**config.mk**
```make
export PLATFORM = sky130hd
export DESIGN_NAME = cdm_top
export DESIGN_NICKNAME = d
export VERILOG_FILES = /design/src/include/cdm_pkg.sv /design/src/cdm_stamp.sv /design/src/cdm_top.sv
export SDC_FILE = /design/constraint.sdc
export NUM_CORES = 1
export LEC_CHECK = 0
export BUFFER_PORTS_ARGS = -buffer_cell sky130_fd_sc_hd__buf_2
export CAP_MARGIN = 20
export CORE_MARGIN = 4
export CORE_UTILIZATION = 35
export CTS_CLUSTER_SIZE = 16
export DETAILED_ROUTE_END_ITERATION = 8
export GPL_TIMING_DRIVEN = 0
export HOLD_SLACK_MARGIN = 0.12
export PLACE_DENSITY_LB_ADDON = 0.3
export SETUP_SLACK_MARGIN = 0.5
export SYNTH_ARGS = -nofsm -noshare
export SYNTH_HDL_FRONTEND = slang
export SYNTH_SLANG_ARGS = --single-unit
export TNS_END_PERCENT = 30
```
**constraint.sdc**
```tcl
create_clock -name MCLK -period 4.65 [get_ports MCLK]
set_clock_uncertainty 0.1 [all_clocks]
set_input_delay 0.465 -clock MCLK [delete_from_list [all_inputs] [get_ports MCLK]]
set_output_delay 0.465 -clock MCLK [all_outputs]
set_load 0.005 [all_outputs]
```
**src/include/cdm_pkg.sv**
```systemverilog
package cdm_pkg;

    // register offsets of the control port
    localparam logic [3:0] MODULE_CTRL_OFS = 4'h0;
    localparam logic [3:0] IRQ_STATUS_OFS  = 4'h1;
    localparam logic [3:0] IRQ_ENABLE_OFS  = 4'h2;
    localparam logic [3:0] LAST_ERROR_OFS  = 4'h3;
    localparam logic [3:0] STAMP_CTRL_OFS  = 4'h4;
    localparam logic [3:0] STATUS_OFS      = 4'h5;

    // module_ctrl_reg fields
    localparam int MODE_LSB      = 0;
    localparam int MODE_W        = 3;
    localparam int ARB_RETRY_POS = 3;
    localparam int VALID_POS     = 4;

    // irq_status_reg fields
    localparam int TX_DONE_POS   = 0;
    localparam int PROTO_ERR_POS = 3;
    localparam int ARB_LOSS_POS  = 4;

    // stamp_ctrl_reg fields
    localparam int STAMP_EN_POS   = 0;
    localparam int STAMP_SEL_POS  = 1;
    localparam int STAMP_LOCK_POS = 2;

    // status register fields
    localparam int TX_PEND_POS = 0;
    localparam int BUS_OFF_POS = 1;
    localparam int SLEEP_POS   = 2;
    localparam int STAMP_OUT_POS = 3;

    localparam logic [7:0] TEC_BUS_OFF = 8'hFF;
    localparam logic [2:0] LEC_RESET   = 3'h0;
    localparam logic [7:0] CTRL_RESET  = 8'h00;

    typedef enum logic [2:0] {
        CDM_INIT,
        CDM_NORMAL,
        CDM_NORMAL_ABT,
        CDM_RX_ONLY,
        CDM_SINGLE_SHOT,
        CDM_SELF_TEST
    } cdm_mode_t;

    // events reported by the protocol engine
    typedef struct packed {
        logic       sof;
        logic       eof_last;
        logic       data_frame;
        logic       rx_ok;
        logic       store_start;
        logic [3:0] store_buf;
        logic       tx_ok;
        logic       arb_lost;
        logic       error;
        logic [2:0] error_code;
    } cdm_evt_t;

    // bus actions the engine wants to take
    typedef struct packed {
        logic tx_bit_dominant;
        logic ack_drive;
        logic err_flag_drive;
        logic overload_drive;
    } cdm_drive_t;

endpackage : cdm_pkg

```
**src/cdm_stamp.sv**
```systemverilog
`timescale 1ns/10ps
module cdm_stamp
(
    input  wire logic     clk,          // clock
    input  wire logic     rst,          // sync reset
    input  wire cdm_pkg::cdm_evt_t evt, // engine events
    input  wire logic     stamp_sel,    // source select
    input  wire logic     stamp_lock,   // lock bit
    input  wire logic     stamp_en,     // enable bit
    output logic          lock_clear,   // clear enable request
    output logic          stamp_out     // toggling trigger
);
    import cdm_pkg::*;

    logic hit;

    // selected event during a data frame
    always_comb
    begin
        hit = evt.data_frame && (stamp_sel ? evt.eof_last : evt.sof);
    end

    always_ff @(posedge clk)
    begin
        if (rst)
            stamp_out <= 1'b0;
        else if (hit && stamp_en)
            stamp_out <= ~stamp_out;
    end

    // only data frames into buffer 0 freeze the stamp
    always_comb
    begin
        lock_clear = stamp_lock && evt.store_start && evt.data_frame
                     && (evt.store_buf == 4'h0);
    end
endmodule : cdm_stamp

```
**src/cdm_top.sv**
```systemverilog
// Summary of operation
// - receive-only sends no frames; pending transmit requests stay pending.
// - receive-only holds transmit pin recessive, even on errors.
// - receive-only never changes transmit error counter, so no bus-off.
// - receive-only drives no acknowledge or overload; ack counts as sent.
// - valid flag set on every error-free acknowledged reception.
// - single-shot, retry bit 0: no retransmit after arbitration loss or error.
// - single-shot, retry bit 1: retransmit after arbitration loss, not error.
// - single-shot clears request flag on success or error, and on arbitration loss when retry bit is 0.
// - arbitration loss and error get own status bits; 3-bit error code kept.
// - success sets transmit-done bit; interrupt only if its enable is set.
// - retry bit matters only in single-shot mode.
// - self-test loops transmit to receiver and holds transmit pin recessive.
// - sleep entered from self-test still wakes on receive falling edge.
// - bus actions gated by mode per the mode table.
// - trigger output toggles on selected event in data frame reception.
// - source select 0 picks start of frame, 1 end of frame.
// - trigger toggles only while enable bit is 1.
// - lock bit 0: toggling continues, no auto disable.
// - lock bit 1: enable cleared when storing into buffer 0 begins.
// - no lock disable on remote frames or other buffers.
`timescale 1ns/10ps
module cdm_top
(
    input  wire logic        MCLK,        // 20 MHz clock
    input  wire logic        RST,         // sync reset, high
    input  wire logic [3:0]  ADDR,        // register address
    input  wire logic [7:0]  WDATA,       // write data
    input  wire logic        WR,          // write strobe
    input  wire logic        RD,          // read strobe
    output logic      [7:0]  RDATA,       // read data, next cycle
    input  wire cdm_pkg::cdm_evt_t   EVT, // protocol engine events
    input  wire cdm_pkg::cdm_drive_t DRV, // engine drive wishes
    input  wire logic        TX_REQ_SET,  // software sets a tx request
    input  wire logic        SLEEP_REQ,   // enter sleep
    input  wire logic        BUS_RX_PIN,  // receive pin
    output logic             BUS_TX_PIN,  // transmit pin, 1 recessive
    output logic             RX_BIT,      // bit seen by receiver
    output logic             TX_START,    // frame start granted
    output logic             TX_RETRY,    // retransmit pending frame
    output logic             ACK_SENT,    // ack counted internally
    output logic             IRQ_TX,      // transmit done interrupt
    output logic             STAMP_OUT,   // stamp trigger
    output logic             WAKE         // wake pulse from sleep
);
    import cdm_pkg::*;

    cdm_mode_t  mode_reg;
    logic       arb_retry_reg;
    logic       valid_reg;
    logic [7:0] irq_status_reg;
    logic [7:0] irq_enable_reg;
    logic [2:0] last_error_reg;
    logic       stamp_en_reg;
    logic       stamp_sel_reg;
    logic       stamp_lock_reg;
    logic       tx_request_flag;
    logic [7:0] tx_error_counter;
    logic       sleep_reg;
    logic       rx_prev_reg;
    logic       lock_clear;
    logic       stamp_raw;

    logic       rx_only;
    logic       self_test;
    logic       single;
    logic       active;
    logic       wr_ctrl;
    logic       wr_irq;
    logic       wr_stamp;
    logic       rx_bit;
    logic       retry_arb;
    logic       retry_err;

    function automatic logic [7:0] mode_bits(input cdm_mode_t m);
        mode_bits = {5'h00, m};
    endfunction : mode_bits

    function automatic cdm_mode_t mode_of(input logic [2:0] v);
        if (v > 3'(CDM_SELF_TEST))
            mode_of = CDM_INIT;
        else
            mode_of = cdm_mode_t'(v);
    endfunction : mode_of

    always_comb
    begin
        rx_only   = (mode_reg == CDM_RX_ONLY);
        self_test = (mode_reg == CDM_SELF_TEST);
        single    = (mode_reg == CDM_SINGLE_SHOT);
        active    = (mode_reg != CDM_INIT) && !sleep_reg;
        wr_ctrl   = WR && (ADDR == MODULE_CTRL_OFS);
        wr_irq    = WR && (ADDR == IRQ_STATUS_OFS);
        wr_stamp  = WR && (ADDR == STAMP_CTRL_OFS);
        // loopback in self-test, else the bus pin
        rx_bit    = self_test ? ~DRV.tx_bit_dominant : BUS_RX_PIN;
        // retry bit only counts in single-shot
        retry_arb = single ? arb_retry_reg : 1'b1;
        retry_err = !single;
    end

    // mode and retry bit
    always_ff @(posedge MCLK)
    begin
        if (RST)
        begin
            mode_reg      <= CDM_INIT;
            arb_retry_reg <= 1'b0;
        end
        else if (wr_ctrl)
        begin
            mode_reg      <= mode_of(WDATA[MODE_LSB +: MODE_W]);
            arb_retry_reg <= WDATA[ARB_RETRY_POS];
        end
    end

    // valid flag, software clears by writing 0; set wins
    always_ff @(posedge MCLK)
    begin
        if (RST)
            valid_reg <= 1'b0;
        else if (active && EVT.rx_ok)
            valid_reg <= 1'b1;
        else if (wr_ctrl && !WDATA[VALID_POS])
            valid_reg <= 1'b0;
    end

    // status bits: write 1 to clear, set wins
    always_ff @(posedge MCLK)
    begin
        if (RST)
            irq_status_reg <= CTRL_RESET;
        else
        begin
            for (int i = 0; i < 8; i++)
            begin
                if (wr_irq && WDATA[i])
                    irq_status_reg[i] <= 1'b0;
            end
            if (active && !rx_only && EVT.tx_ok)
                irq_status_reg[TX_DONE_POS] <= 1'b1;
            if (active && !rx_only && EVT.error)
                irq_status_reg[PROTO_ERR_POS] <= 1'b1;
            if (active && !rx_only && EVT.arb_lost)
                irq_status_reg[ARB_LOSS_POS] <= 1'b1;
        end
    end

    always_ff @(posedge MCLK)
    begin
        if (RST)
            irq_enable_reg <= CTRL_RESET;
        else if (WR && (ADDR == IRQ_ENABLE_OFS))
            irq_enable_reg <= WDATA;
    end

    always_ff @(posedge MCLK)
    begin
        if (RST)
            last_error_reg <= LEC_RESET;
        else if (active && EVT.error)
            last_error_reg <= EVT.error_code;
        else if (WR && (ADDR == LAST_ERROR_OFS))
            last_error_reg <= LEC_RESET;
    end

    // stamp control; hardware lock clear wins over software write
    always_ff @(posedge MCLK)
    begin
        if (RST)
        begin
            stamp_en_reg   <= 1'b0;
            stamp_sel_reg  <= 1'b0;
            stamp_lock_reg <= 1'b0;
        end
        else
        begin
            if (wr_stamp)
            begin
                stamp_sel_reg  <= WDATA[STAMP_SEL_POS];
                stamp_lock_reg <= WDATA[STAMP_LOCK_POS];
            end
            if (lock_clear && active)
                stamp_en_reg <= 1'b0;
            else if (wr_stamp)
                stamp_en_reg <= WDATA[STAMP_EN_POS];
        end
    end

    // transmit request flag of the transmit buffer
    always_ff @(posedge MCLK)
    begin
        if (RST)
            tx_request_flag <= 1'b0;
        else if (TX_REQ_SET)
            tx_request_flag <= 1'b1;
        else if (!active || rx_only)
            tx_request_flag <= tx_request_flag;
        else if (EVT.tx_ok)
            tx_request_flag <= 1'b0;
        else if (EVT.arb_lost && !retry_arb)
            tx_request_flag <= 1'b0;
        else if (EVT.error && !retry_err)
            tx_request_flag <= 1'b0;
    end

    // transmit error counter, frozen in receive-only and init
    always_ff @(posedge MCLK)
    begin
        if (RST)
            tx_error_counter <= 8'h00;
        else if (wr_ctrl && mode_of(WDATA[MODE_LSB +: MODE_W]) == CDM_INIT)
            tx_error_counter <= 8'h00;
        else if (active && !rx_only)
        begin
            if (EVT.error && tx_error_counter < TEC_BUS_OFF - 8'h08)
                tx_error_counter <= tx_error_counter + 8'h08;
            else if (EVT.error)
                tx_error_counter <= TEC_BUS_OFF;
            else if (EVT.tx_ok && tx_error_counter != 8'h00)
                tx_error_counter <= tx_error_counter - 8'h01;
        end
    end

    // sleep in any mode but init, wake on receive falling edge
    always_ff @(posedge MCLK)
    begin
        if (RST)
        begin
            sleep_reg   <= 1'b0;
            rx_prev_reg <= 1'b1;
            WAKE        <= 1'b0;
        end
        else
        begin
            rx_prev_reg <= BUS_RX_PIN;
            WAKE        <= 1'b0;
            if (sleep_reg && rx_prev_reg && !BUS_RX_PIN)
            begin
                sleep_reg <= 1'b0;
                WAKE      <= 1'b1;
            end
            else if (SLEEP_REQ && mode_reg != CDM_INIT)
                sleep_reg <= 1'b1;
        end
    end

    // pin and engine grants
    always_ff @(posedge MCLK)
    begin
        if (RST)
        begin
            BUS_TX_PIN <= 1'b1;
            RX_BIT     <= 1'b1;
            TX_START   <= 1'b0;
            TX_RETRY   <= 1'b0;
            ACK_SENT   <= 1'b0;
            IRQ_TX     <= 1'b0;
        end
        else
        begin
            // only normal, normal-abort and single-shot modes reach the pin
            if (active && !rx_only && !self_test)
                BUS_TX_PIN <= ~(DRV.tx_bit_dominant | DRV.ack_drive
                               | DRV.err_flag_drive | DRV.overload_drive);
            else
                BUS_TX_PIN <= 1'b1;
            RX_BIT   <= rx_bit;
            TX_START <= active && !rx_only && tx_request_flag;
            TX_RETRY <= active && !rx_only && tx_request_flag
                        && ((EVT.arb_lost && retry_arb) || (EVT.error && retry_err));
            ACK_SENT <= active && EVT.rx_ok;
            IRQ_TX   <= active && !rx_only && EVT.tx_ok
                        && irq_enable_reg[TX_DONE_POS];
        end
    end

    always_ff @(posedge MCLK)
    begin
        if (RST)
            STAMP_OUT <= 1'b0;
        else
            STAMP_OUT <= stamp_raw;
    end

    // read data one cycle after the strobe
    always_ff @(posedge MCLK)
    begin
        if (RST)
            RDATA <= 8'h00;
        else if (!RD)
            RDATA <= 8'h00;
        else if (ADDR == MODULE_CTRL_OFS)
            RDATA <= mode_bits(mode_reg) | {3'h0, valid_reg, arb_retry_reg, 3'h0};
        else if (ADDR == IRQ_STATUS_OFS)
            RDATA <= irq_status_reg;
        else if (ADDR == IRQ_ENABLE_OFS)
            RDATA <= irq_enable_reg;
        else if (ADDR == LAST_ERROR_OFS)
            RDATA <= {5'h00, last_error_reg};
        else if (ADDR == STAMP_CTRL_OFS)
            RDATA <= {5'h00, stamp_lock_reg, stamp_sel_reg, stamp_en_reg};
        else if (ADDR == STATUS_OFS)
            RDATA <= {4'h0, stamp_raw, sleep_reg,
                      tx_error_counter == TEC_BUS_OFF, tx_request_flag};
        else
            RDATA <= 8'h00;
    end

    // stamp unit sees events only when the mode lets reception happen
    cdm_evt_t evt_gated;
    always_comb
    begin
        evt_gated = active ? EVT : '0;
    end

    cdm_stamp u_stamp (
        .clk        (MCLK),
        .rst        (RST),
        .evt        (evt_gated),
        .stamp_sel  (stamp_sel_reg),
        .stamp_lock (stamp_lock_reg),
        .stamp_en   (stamp_en_reg),
        .lock_clear (lock_clear),
        .stamp_out  (stamp_raw)
    );
endmodule : cdm_top
```
==> results of run 1 <==
[power by group through the flow]
stage               Sequential [mW]  Combinational, mW  Clock (mW)
floorplan                     0.446             0.0416           0
global placement              0.446             0.0735           0
detailed placement            0.447             0.0738           0
CTS                           0.437             0.0742       0.310
global route                  0.437             0.0827       0.323
finish                        0.436             0.0741       0.302
[logic make-up (layout without fill, tap and decap cells)]
family / after synthesis / count (layout) / share of synthesized area, %
simple gates: 117 / 117 / 23.82
compound gates: 69 / 69 / 18.03
flops: 50 / 50 / 40.63
buf+inv: 31 / 90 / 7.415
mux: 14 / 14 / 5.790
fa+ha+maj: 5 / 5 / 2.539
xor+xnor: 5 / 5 / 1.777
[metal layers]
layer | track usage, % | vias to the layer above | share of wire [%]
met4 | 4.084 | 0 | 1.0
li1 | - | 1138 | -
met1 | 21.65 | 1026 | 49
met2 | 22.75 | 65 | 44
met3 | 2.297 | 5 | 5.8
met5 | 0 | - | 0
[how the worst max path moves through the flow]
stage                 start                  end  slack (ns)
global placement    ADDR[3]  tx_error_counter[2]        2.32
global route        ADDR[3]  tx_error_counter[2]        2.47
detailed placement  ADDR[3]  tx_error_counter[2]        2.31
CTS                 ADDR[3]  tx_error_counter[2]        2.61
floorplan           ADDR[2]  tx_error_counter[2]        2.92
finish              ADDR[3]  tx_error_counter[2]        2.61
[stage by stage]
stage                     utilization, %  instance area [um2]  hold WS [ns]
after floorplan                        -                 2464        0.3190
after global placement             41.63                 2844        0.3369
after detailed placement           41.63                 2844        0.3426
after CTS                          43.21                 2952        0.2629
after global routing               43.21                 2952        0.2558
final                              43.21                 2952        0.2685
[layout make-up]
type / instances / area [um2]
tap: 96 / 120.1
clock inverter: 2 / 38.79
clock buffer: 5 / 68.82
buffer: 17 / 125.1
multi-input combinational: 210 / 1280
inverter: 14 / 57.56
fill: 729 / 3880
sequential: 50 / 1001
timing repair buffer: 52 / 260.3
[cells in the final DEF, fill, tap and decap left out, types with 2 or more instances in the layout]
| cell type | synthesis | layout |
|---|---|---|
| nor3b_1 | 3 | 3 |
| inv_1 | 13 | 13 |
| nand4_1 | 5 | 5 |
| and2_1 | 5 | 5 |
| o41ai_1 | 2 | 2 |
| dfxtp_1 | 50 | 50 |
| nand3b_1 | 2 | 2 |
| o21ai_0 | 11 | 11 |
| nor4_1 | 3 | 3 |
| clkbuf_8 | 2 | 7 |
| buf_2 | 1 | 53 |
| mux2i_1 | 12 | 12 |
| nand3_1 | 12 | 12 |
| nand2_1 | 17 | 17 |
| nor2b_1 | 4 | 4 |
| or3b_2 | 2 | 2 |
| a31o_2 | 2 | 2 |
| nand2b_1 | 7 | 7 |
| ha_1 | 5 | 5 |
| nor3_1 | 6 | 6 |
| nor2_1 | 42 | 42 |
| clkbuf_1 | 9 | 9 |
| and3_1 | 3 | 3 |
| mux2_2 | 2 | 2 |
| a311oi_1 | 2 | 2 |
| xnor2_1 | 4 | 4 |
| a21oi_1 | 31 | 31 |
| a211oi_1 | 5 | 5 |
| o22ai_1 | 4 | 4 |
| a211o_1 | 2 | 2 |
| buf_4 | 3 | 3 |
[critical path, cell delays in order]
cell	delay, ns
buf_2	0.13
nor3b_1	0.52
nand2_1	0.37
o21bai_2	0.49
nor4_1	0.12
==> flow_summary.toml, run 1 <==
[yosys]
synth_top_area_share_pct = 40.63
avgSynthCellArea_um2 = 8.466
synth_edf_count = 0
ys.flop_type = "dfxtp_1"
seq_area_frac_synth_pct = 40.63
synth_cell_types = 51
netlist_area_um2 = 2464
ys_async_sr_fraction_pct = 0
ys_ff_latch = 50
synth_area_leaders = "dfxtp_1, nor2_1, a21oi_1"
yosys_warnings = 0
synth.most_common_cell = "dfxtp_1"
ys_top_cells_by_count = "dfxtp_1, nor2_1, a21oi_1"
post-synth-top-area-cell = "dfxtp_1"
synth_nets = 334
syn_inst = 291

[cts]
post_cts_resized = 0
cts-root-buf = "clkbuf_8"
cts_tree = "built"
cts_max_level = 2
numCtsBuffers = 5
clock-sinks = 50
clk_latency_ns = 0.30
holdBufCountCts = 0
clockBufferDepth = 2
cts.clk_slew.worst_paths_ns = 0.09
post-cts-setup-buffer-count = 0

[power_and_ir_drop]
p_comb_share_pct = 9.1
sw_frac_of_total_pct = 23.36
clkPwrFrac_pct = 37.1
p_total_mw = 0.8122
p_leak_nw = 1.221
p_switching_mw = 0.1897
pwr-share-seq_pct = 53.7
intPower_mw = 0.6225
power.density_nw_per_um2 = 275.2
worst_ir_drop_vdd_mv = 0.1259

[timing]
fmax_mhz = 491.3
slew_viol_final = 0
rsz0062_at_grt = "false"
finalHoldViolations = 0
finalSetupTns_ns = 0
final.min_clock_period_ns = 2.035
period_share_pct = 43.77
relSlewSlack_pct = 58.99
worst_slack_ns = 2.615
worstMarginPinSlew_ns = 0.6139
final-setup-viol-count = 0

[placement]
gp_congestion = 0.9091
preCtsSetupSlack_ns = 2.308
numPortBuffers = 52
hpwl_um = 4739
placedCellCount = 439

[worst_setup_path]
worstPathRequired_ns = 4.72
crit_fanout = 9
end_kind = "register"
reg2reg_from = "tx_error_counter[0]"
cp-start-kind = "input pin"
path_class = "in2reg"
r2r_end = "tx_error_counter[0]"
r2r.worst_path.cells = 8
critPathArrivalTime_ns = 2.10
reg2reg_slack_ns = 2.73

[min_path]
hp-class = "in2reg"
hold_path_startpoint = "EVT[12]"
min_path_cells = 2
hold_path_end = "stamp_en_reg"

[global_routing]
grtUsageTotal_pct = 14.86
overflow = 0
grt_pass1_vias = 2138
grt_antenna_before_repair = 0
grt_pass1_wl_um = 10340
grt_start_max_net_pins = 16

[floorplanning]
rows = 30
io_pins = 54
initial_utilization_pct = 36.06
die_h_um = 91.90
die_w_um = 91.90
core_area_um2 = 6832
dieArea_um2 = 8446

[run]
maxCapViolations = 0

[detailed_routing]
drt-pass1-iter-count = 4
wl_per_cell_um = 13.74
dr_total_vias = 2234
drtIter0Drc = 142
antenna_left = 0
viasPerCell = 5.009
routed_wl_um = 6129
drc = 0

[finish]
area_growth_pct = 19.81
stdcell_count = 446
antenna_cells = 0
drive_above_1_share_pct = 22.57
layout.nets = 393

[run_status]
status = "completed"
(Power assumes the default switching activity.)
==> run 2: changes to the inputs <==
--- a/config.mk
+++ b/config.mk
@@ -5,6 +5,7 @@
 export SDC_FILE = /design/constraint.sdc
 export NUM_CORES = 1
 export LEC_CHECK = 0
+export ABC_AREA = 1
 export BUFFER_PORTS_ARGS = -buffer_cell sky130_fd_sc_hd__buf_2
 export CAP_MARGIN = 20
 export CORE_MARGIN = 4
==> constraint.sdc (replaced) <==
create_clock -name MCLK -period 1.7 [get_ports MCLK]
set_clock_uncertainty 0.1 [all_clocks]
set_input_delay 0.17 -clock MCLK [delete_from_list [all_inputs] [get_ports MCLK]]
set_output_delay 0.17 -clock MCLK [all_outputs]
set_load 0.005 [all_outputs]
==> run 2 against run 1 <==
Final cell count rose by 26%. Register-to-register slack got worse by 2.4 ns. Core utilization increased by 8.7 points. Die area is 3.7% higher. Clock-buffer cell count is the same. Global-route usage grew 2.6 points. Via count rose by 22%. Power grew to 3.0 times the previous value. Clock power rose to 2.5 times the previous value. Setup slack worse by 2.3 ns. Routed wire length up 21%. Largest cell class unchanged.
==> flow_summary.toml, run 2 <==
[timing]
slew_viol_final = 0
final.min_clock_period_ns = 1.379
rsz0062_at_grt = "true"
final-setup-viol-count = 0
fmax_mhz = 725.3
period_share_pct = 81.10
finalSetupTns_ns = 0
worst_slack_ns = 0.3212
relSlewSlack_pct = 60.07
finalHoldViolations = 0
worstMarginPinSlew_ns = 0.5989

[cts]
cts_max_level = 2
cts_tree = "built"
clockBufferDepth = 2
cts-root-buf = "clkbuf_8"
clk_latency_ns = 0.32
clock-sinks = 50
cts.clk_slew.worst_paths_ns = 0.10
holdBufCountCts = 28
numCtsBuffers = 5

[run_status]
status = "completed"

[floorplanning]
die_w_um = 93.57
die_h_um = 93.57
core_area_um2 = 6944
initial_utilization_pct = 36.90
io_pins = 54
dieArea_um2 = 8754
rows = 30

[detailed_routing]
drc = 0
dr_total_vias = 2721
wl_per_cell_um = 13.24
routed_wl_um = 7441
drtIter0Drc = 134
viasPerCell = 4.842
drt-pass1-iter-count = 5
antenna_left = 0

[yosys]
post-synth-top-area-cell = "dfxtp_1"
yosys_warnings = 0
synth.most_common_cell = "nand2_1"
synth_area_leaders = "dfxtp_1, nand2_1, nand3_1"
synth_nets = 409
ys_async_sr_fraction_pct = 0
syn_inst = 366
synth_edf_count = 0
seq_area_frac_synth_pct = 39.06
ys_ff_latch = 50
avgSynthCellArea_um2 = 7.001
ys.flop_type = "dfxtp_1"
ys_top_cells_by_count = "nand2_1, dfxtp_1, nor2_1"
synth_top_area_share_pct = 39.06
netlist_area_um2 = 2562
synth_cell_types = 33

[finish]
layout.nets = 508
final_common_cell = "nand2_1"
area_growth_pct = 40.63
drive_above_1_share_pct = 30.04
multi_input_comb_area_um2 = 1468
fillers = 697
antenna_cells = 0
seq_area_um2 = 1035
layout_common_cells = "nand2_1, buf_2, nor2_1, dfxtp_1, nand3_1"

[min_path]
min_path_cells = 2
hp-class = "in2reg"

[placement]
gp_congestion = 0.9059
numPortBuffers = 51
preCtsSetupSlack_ns = 0.1731
hpwl_um = 5234

[global_routing]
grt_pass1_wl_um = 12010
grt_pass1_vias = 2583
grt_antenna_before_repair = 0
grt_start_max_net_pins = 19
overflow = 0
grtUsageTotal_pct = 17.47

[worst_setup_path]
crit_fanout = 5
path_class = "reg2reg"
r2r.worst_path.cells = 11
cp-start-kind = "register"
critPathArrivalTime_ns = 1.50
worstPathRequired_ns = 1.82
end_kind = "register"

[power_and_ir_drop]
power.density_nw_per_um2 = 672.3
worst_ir_drop_vdd_mv = 0.4691
p_leak_nw = 1.609

[run]
maxCapViolations = 0
==> run 2: cell count changes in the layout (fill, tap and decap cells not counted), moves of 11 or more <==
cell	before	now
dlygate4sd3_1	0	28
inv_1	13	31
mux2i_1	12	0
dfxtp_1	50	39
nand2_1	17	79
nand3_1	12	35
==> run 2: power by group <==
group	switching [mW]	total, mW	internal [mW]
sequential	0.0249	1.22	1.19
combinational	0.239	0.440	0.201
clock	0.456	0.765	0.309
total	0.720	2.42	1.70
==> run 2: final timing paths <==
path / from / endpoint / slack [ns]
max reg2reg: tx_error_counter[1] / tx_error_counter[3] / 0.32
min: RST / TX_START / 0.03
max: tx_error_counter[1] / tx_error_counter[3] / 0.32
min reg2reg: irq_enable_reg[6] / RDATA[6] / 0.34
==> run 2: what timing repair did <==
item,4_1_cts,5_1_grt
pin swaps,12,15
endpoints found under the hold margin,39,1
setup buffers,5,8
resized for setup,20,22
setup endpoints to repair,22,27
==> run 2: final cells by class <==
| class | count | share of cell area, % |
|---|---|---|
| flip-flops and latches | 50 | 28.72 |
| plain buffers | 8 | 1.493 |
| multi-input cells | 263 | 40.73 |
| clock inverters | 3 | 0.7986 |
| inverters | 45 | 5.104 |
| repair buffers | 92 | 17.92 |
| clock buffers | 5 | 1.910 |
| well taps | 96 | 3.333 |
==> run 2: critical path, cell delays in order (launching register included) <==
cell and delay (ns):
dfxtp_4 0.38, inv_4 0.07, ha_4 0.14, inv_2 0.03
nor2_2 0.09, nand2_2 0.06, nand2_1 0.06, nand2_1 0.05
nand2_2 0.13, nand2_1 0.07, nand2_1 0.06, nor2_1 0.04
==> run 2: metrics by stage <==
step | cell area, um2 | power, mW | hold slack (ns) | util, % | std cells
global route | 3603 | 2.542 | 0.03721 | 51.89 | 562
finish | 3603 | 2.423 | 0.03018 | 51.89 | 562
detailed placement | 3005 | 1.578 | 0.2565 | 43.28 | 513
global placement | 3005 | 1.574 | 0.2457 | 43.28 | 513
CTS | 3468 | 2.409 | 0.01471 | 49.95 | 554
floorplan | 2630 | 1.457 | 0.1533 | - | 366
==> run 2: cells by family after synthesis <==
logic type,synth area share [%]
simple gates,36.38
buf+inv,8.398
flops,39.06
fa+ha+maj,2.441
compound gates,13.04
xor+xnor,0.6837
==> run 2: routing by layer <==
metal  part of all wire (%)  track usage [%]  vias to the layer above
li1                       -                -                     1400
met1                     46            23.20                     1203
met2                     46            28.65                      108
met3                    7.0            3.379                       10
met4                    1.1            5.295                        0
met5                      0                0                        -
==> run 3: changes to the inputs <==
==> constraint.sdc (replaced) <==
create_clock -name MCLK -period 1.1 [get_ports MCLK]
set_clock_uncertainty 0.1 [all_clocks]
set_input_delay 0.11 -clock MCLK [delete_from_list [all_inputs] [get_ports MCLK]]
set_output_delay 0.11 -clock MCLK [all_outputs]
set_load 0.005 [all_outputs]
==> run 3 against run 2 <==
The run now ends with hold timing, setup timing left. Clock-buffer cell count increased by 1. Combinational power is 55% higher. Die area stayed put. Via count fell by 1.0%. Cell area rose by 3.3%. Clock power up 44%. Routed wire length is 1.9% higher. Core utilization rose by 1.7 points. Largest cell class unchanged.
==> flow_summary.toml, run 3 (synthesis gave the netlist of run 2 again) <==
[floorplanning]
io_pins = 54
core_area_um2 = 6944
rows = 30
initial_utilization_pct = 36.90
die_w_um = 93.57
dieArea_um2 = 8754
die_h_um = 93.57

[run_status]
status = "finished with violations"
violations = "hold timing, setup timing"

[timing]
worst_slack_ns = -0.3261
final.min_clock_period_ns = 1.426
finalHoldViolations = 17
fmax_mhz = 701.2
rsz0062_at_grt = "true"
period_share_pct = 129.6
timing.hold.ws_ns = -0.1327
final-setup-viol-count = 23
relSlewSlack_pct = 76.93
slew_viol_final = 0
worstMarginPinSlew_ns = 0.3460

[finish]
seq_area_um2 = 1039
multi_input_comb_area_um2 = 1657
area_growth_pct = 45.26
layout.nets = 497
drive_above_1_share_pct = 43.08
fillers = 648
final_common_cell = "nand2_1"
layout_common_cells = "nand2_1, buf_2, dfxtp_1, nor2_1, nand3_1"
utilization_pct = 53.60
antenna_cells = 0
stdcell_count = 551

[cts]
cts-root-buf = "clkbuf_8"
clockBufferDepth = 2
clk_latency_ns = 0.31
numCtsBuffers = 5
cts.clk_slew.worst_paths_ns = 0.09
cts_max_level = 2
clock-sinks = 50
cts_tree = "built"

[global_routing]
grt_pass1_vias = 2530
grt_start_max_net_pins = 16
grt_antenna_before_repair = 0
overflow = 0
grt_pass1_wl_um = 11980
grtUsageTotal_pct = 17.11

[worst_setup_path]
crit_fanout = 4
path_class = "reg2reg"
end_kind = "register"
cp-start-kind = "register"
worstPathRequired_ns = 1.21
r2r.worst_path.cells = 7
critPathArrivalTime_ns = 1.54

[placement]
hpwl_um = 5363
placedCellCount = 513
numPortBuffers = 51
gp_congestion = 0.9081

[power_and_ir_drop]
p_leak_nw = 1.618
worst_ir_drop_vdd_mv = 0.7048
p_total_mw = 3.669
power.density_nw_per_um2 = 985.7

[run]
maxCapViolations = 0

[detailed_routing]
drc = 0
routed_wl_um = 7583
wl_per_cell_um = 13.76
dr_total_vias = 2693
viasPerCell = 4.887
drtIter0Drc = 147
drt-pass1-iter-count = 4
antenna_left = 0

[min_path]
hp-class = "in2reg"
min_path_cells = 2
[run 3: changes by cell type in the layout (fill, tap and decap cells not counted), sizes merged]
| cell | before | now |
|---|---|---|
| clkinv | 1 | 2 |
| clkbuf | 6 | 7 |
| buf | 71 | 88 |
| inv | 47 | 45 |
| dlygate4sd3 | 28 | 0 |
[run 3: power by group]
group	total (mW)	internal, mW	switching, mW	leakage, nW
clock network	1.10	0.451	0.652	0.0452
logic	0.681	0.291	0.390	1.16
registers	1.88	1.84	0.0418	0.414
total	3.67	2.59	1.08	1.62
[run 3: layout make-up]
cell class,count,share of cell area [%]
Clock inverter,2,0.3697
Clock buffer,6,1.950
Multi-Input combinational cell,263,44.50
Sequential cell,50,27.90
Timing Repair Buffer,81,14.59
Tap cell,96,3.227
Inverter,45,5.479
Buffer,8,1.983
[run 3: path summary, 6_finish.rpt]
path                  startpoint             endpoint  slack, ns
max          tx_error_counter[3]  tx_error_counter[7]      -0.33
min                       DRV[0]           BUS_TX_PIN      -0.13
max reg2reg  tx_error_counter[3]  tx_error_counter[7]      -0.33
min reg2reg    irq_enable_reg[6]             RDATA[6]       0.35
[run 3: repair_timing]
| action | CTS | global route |
|---|---|---|
| setup endpoints to repair | 66 | 65 |
| gates resized for setup | 72 | 34 |
| pin swaps | 40 | 25 |
| buffers inserted | 21 | 9 |
| endpoints found under the hold margin | 44 | 35 |
[run 3: metal layers]
| layer | share of wire (%) | wire (um) | track usage (%) | vias up |
|---|---|---|---|---|
| met3 | 6.3 | 480 | 3.298 | 6 |
| li1 | - | - | - | 1371 |
| met4 | 0.83 | 63 | 3.610 | 0 |
| met5 | 0 | 0 | 0 | - |
| met2 | 48 | 3614 | 27.22 | 71 |
| met1 | 45 | 3425 | 24.06 | 1245 |
[run 3: critical path, stage by stage, from the launching register on]
cell and delay (ns):
dfxtp_4 0.38, buf_12 0.13, ha_4 0.15, nand3_1 0.09, xor2_1 0.16, nand3_1 0.12
a21oi_1 0.14, nor2_1 0.05
[run 3: per-stage QoR]
| step | hold WS [ns] | setup TNS (ns) | setup slack [ns] | instance area [um2] |
|---|---|---|---|---|
| after floorplan | 0.08451 | -1.170 | -0.1523 | 2689 |
| after global placement | 0.1840 | -9.003 | -0.3745 | 3064 |
| after detailed placement | 0.2036 | -9.450 | -0.3691 | 3064 |
| after CTS | -0.1289 | -3.474 | -0.2536 | 3530 |
| after global routing | -0.1179 | -6.035 | -0.4164 | 3722 |
| final | -0.1327 | -4.228 | -0.3261 | 3722 |
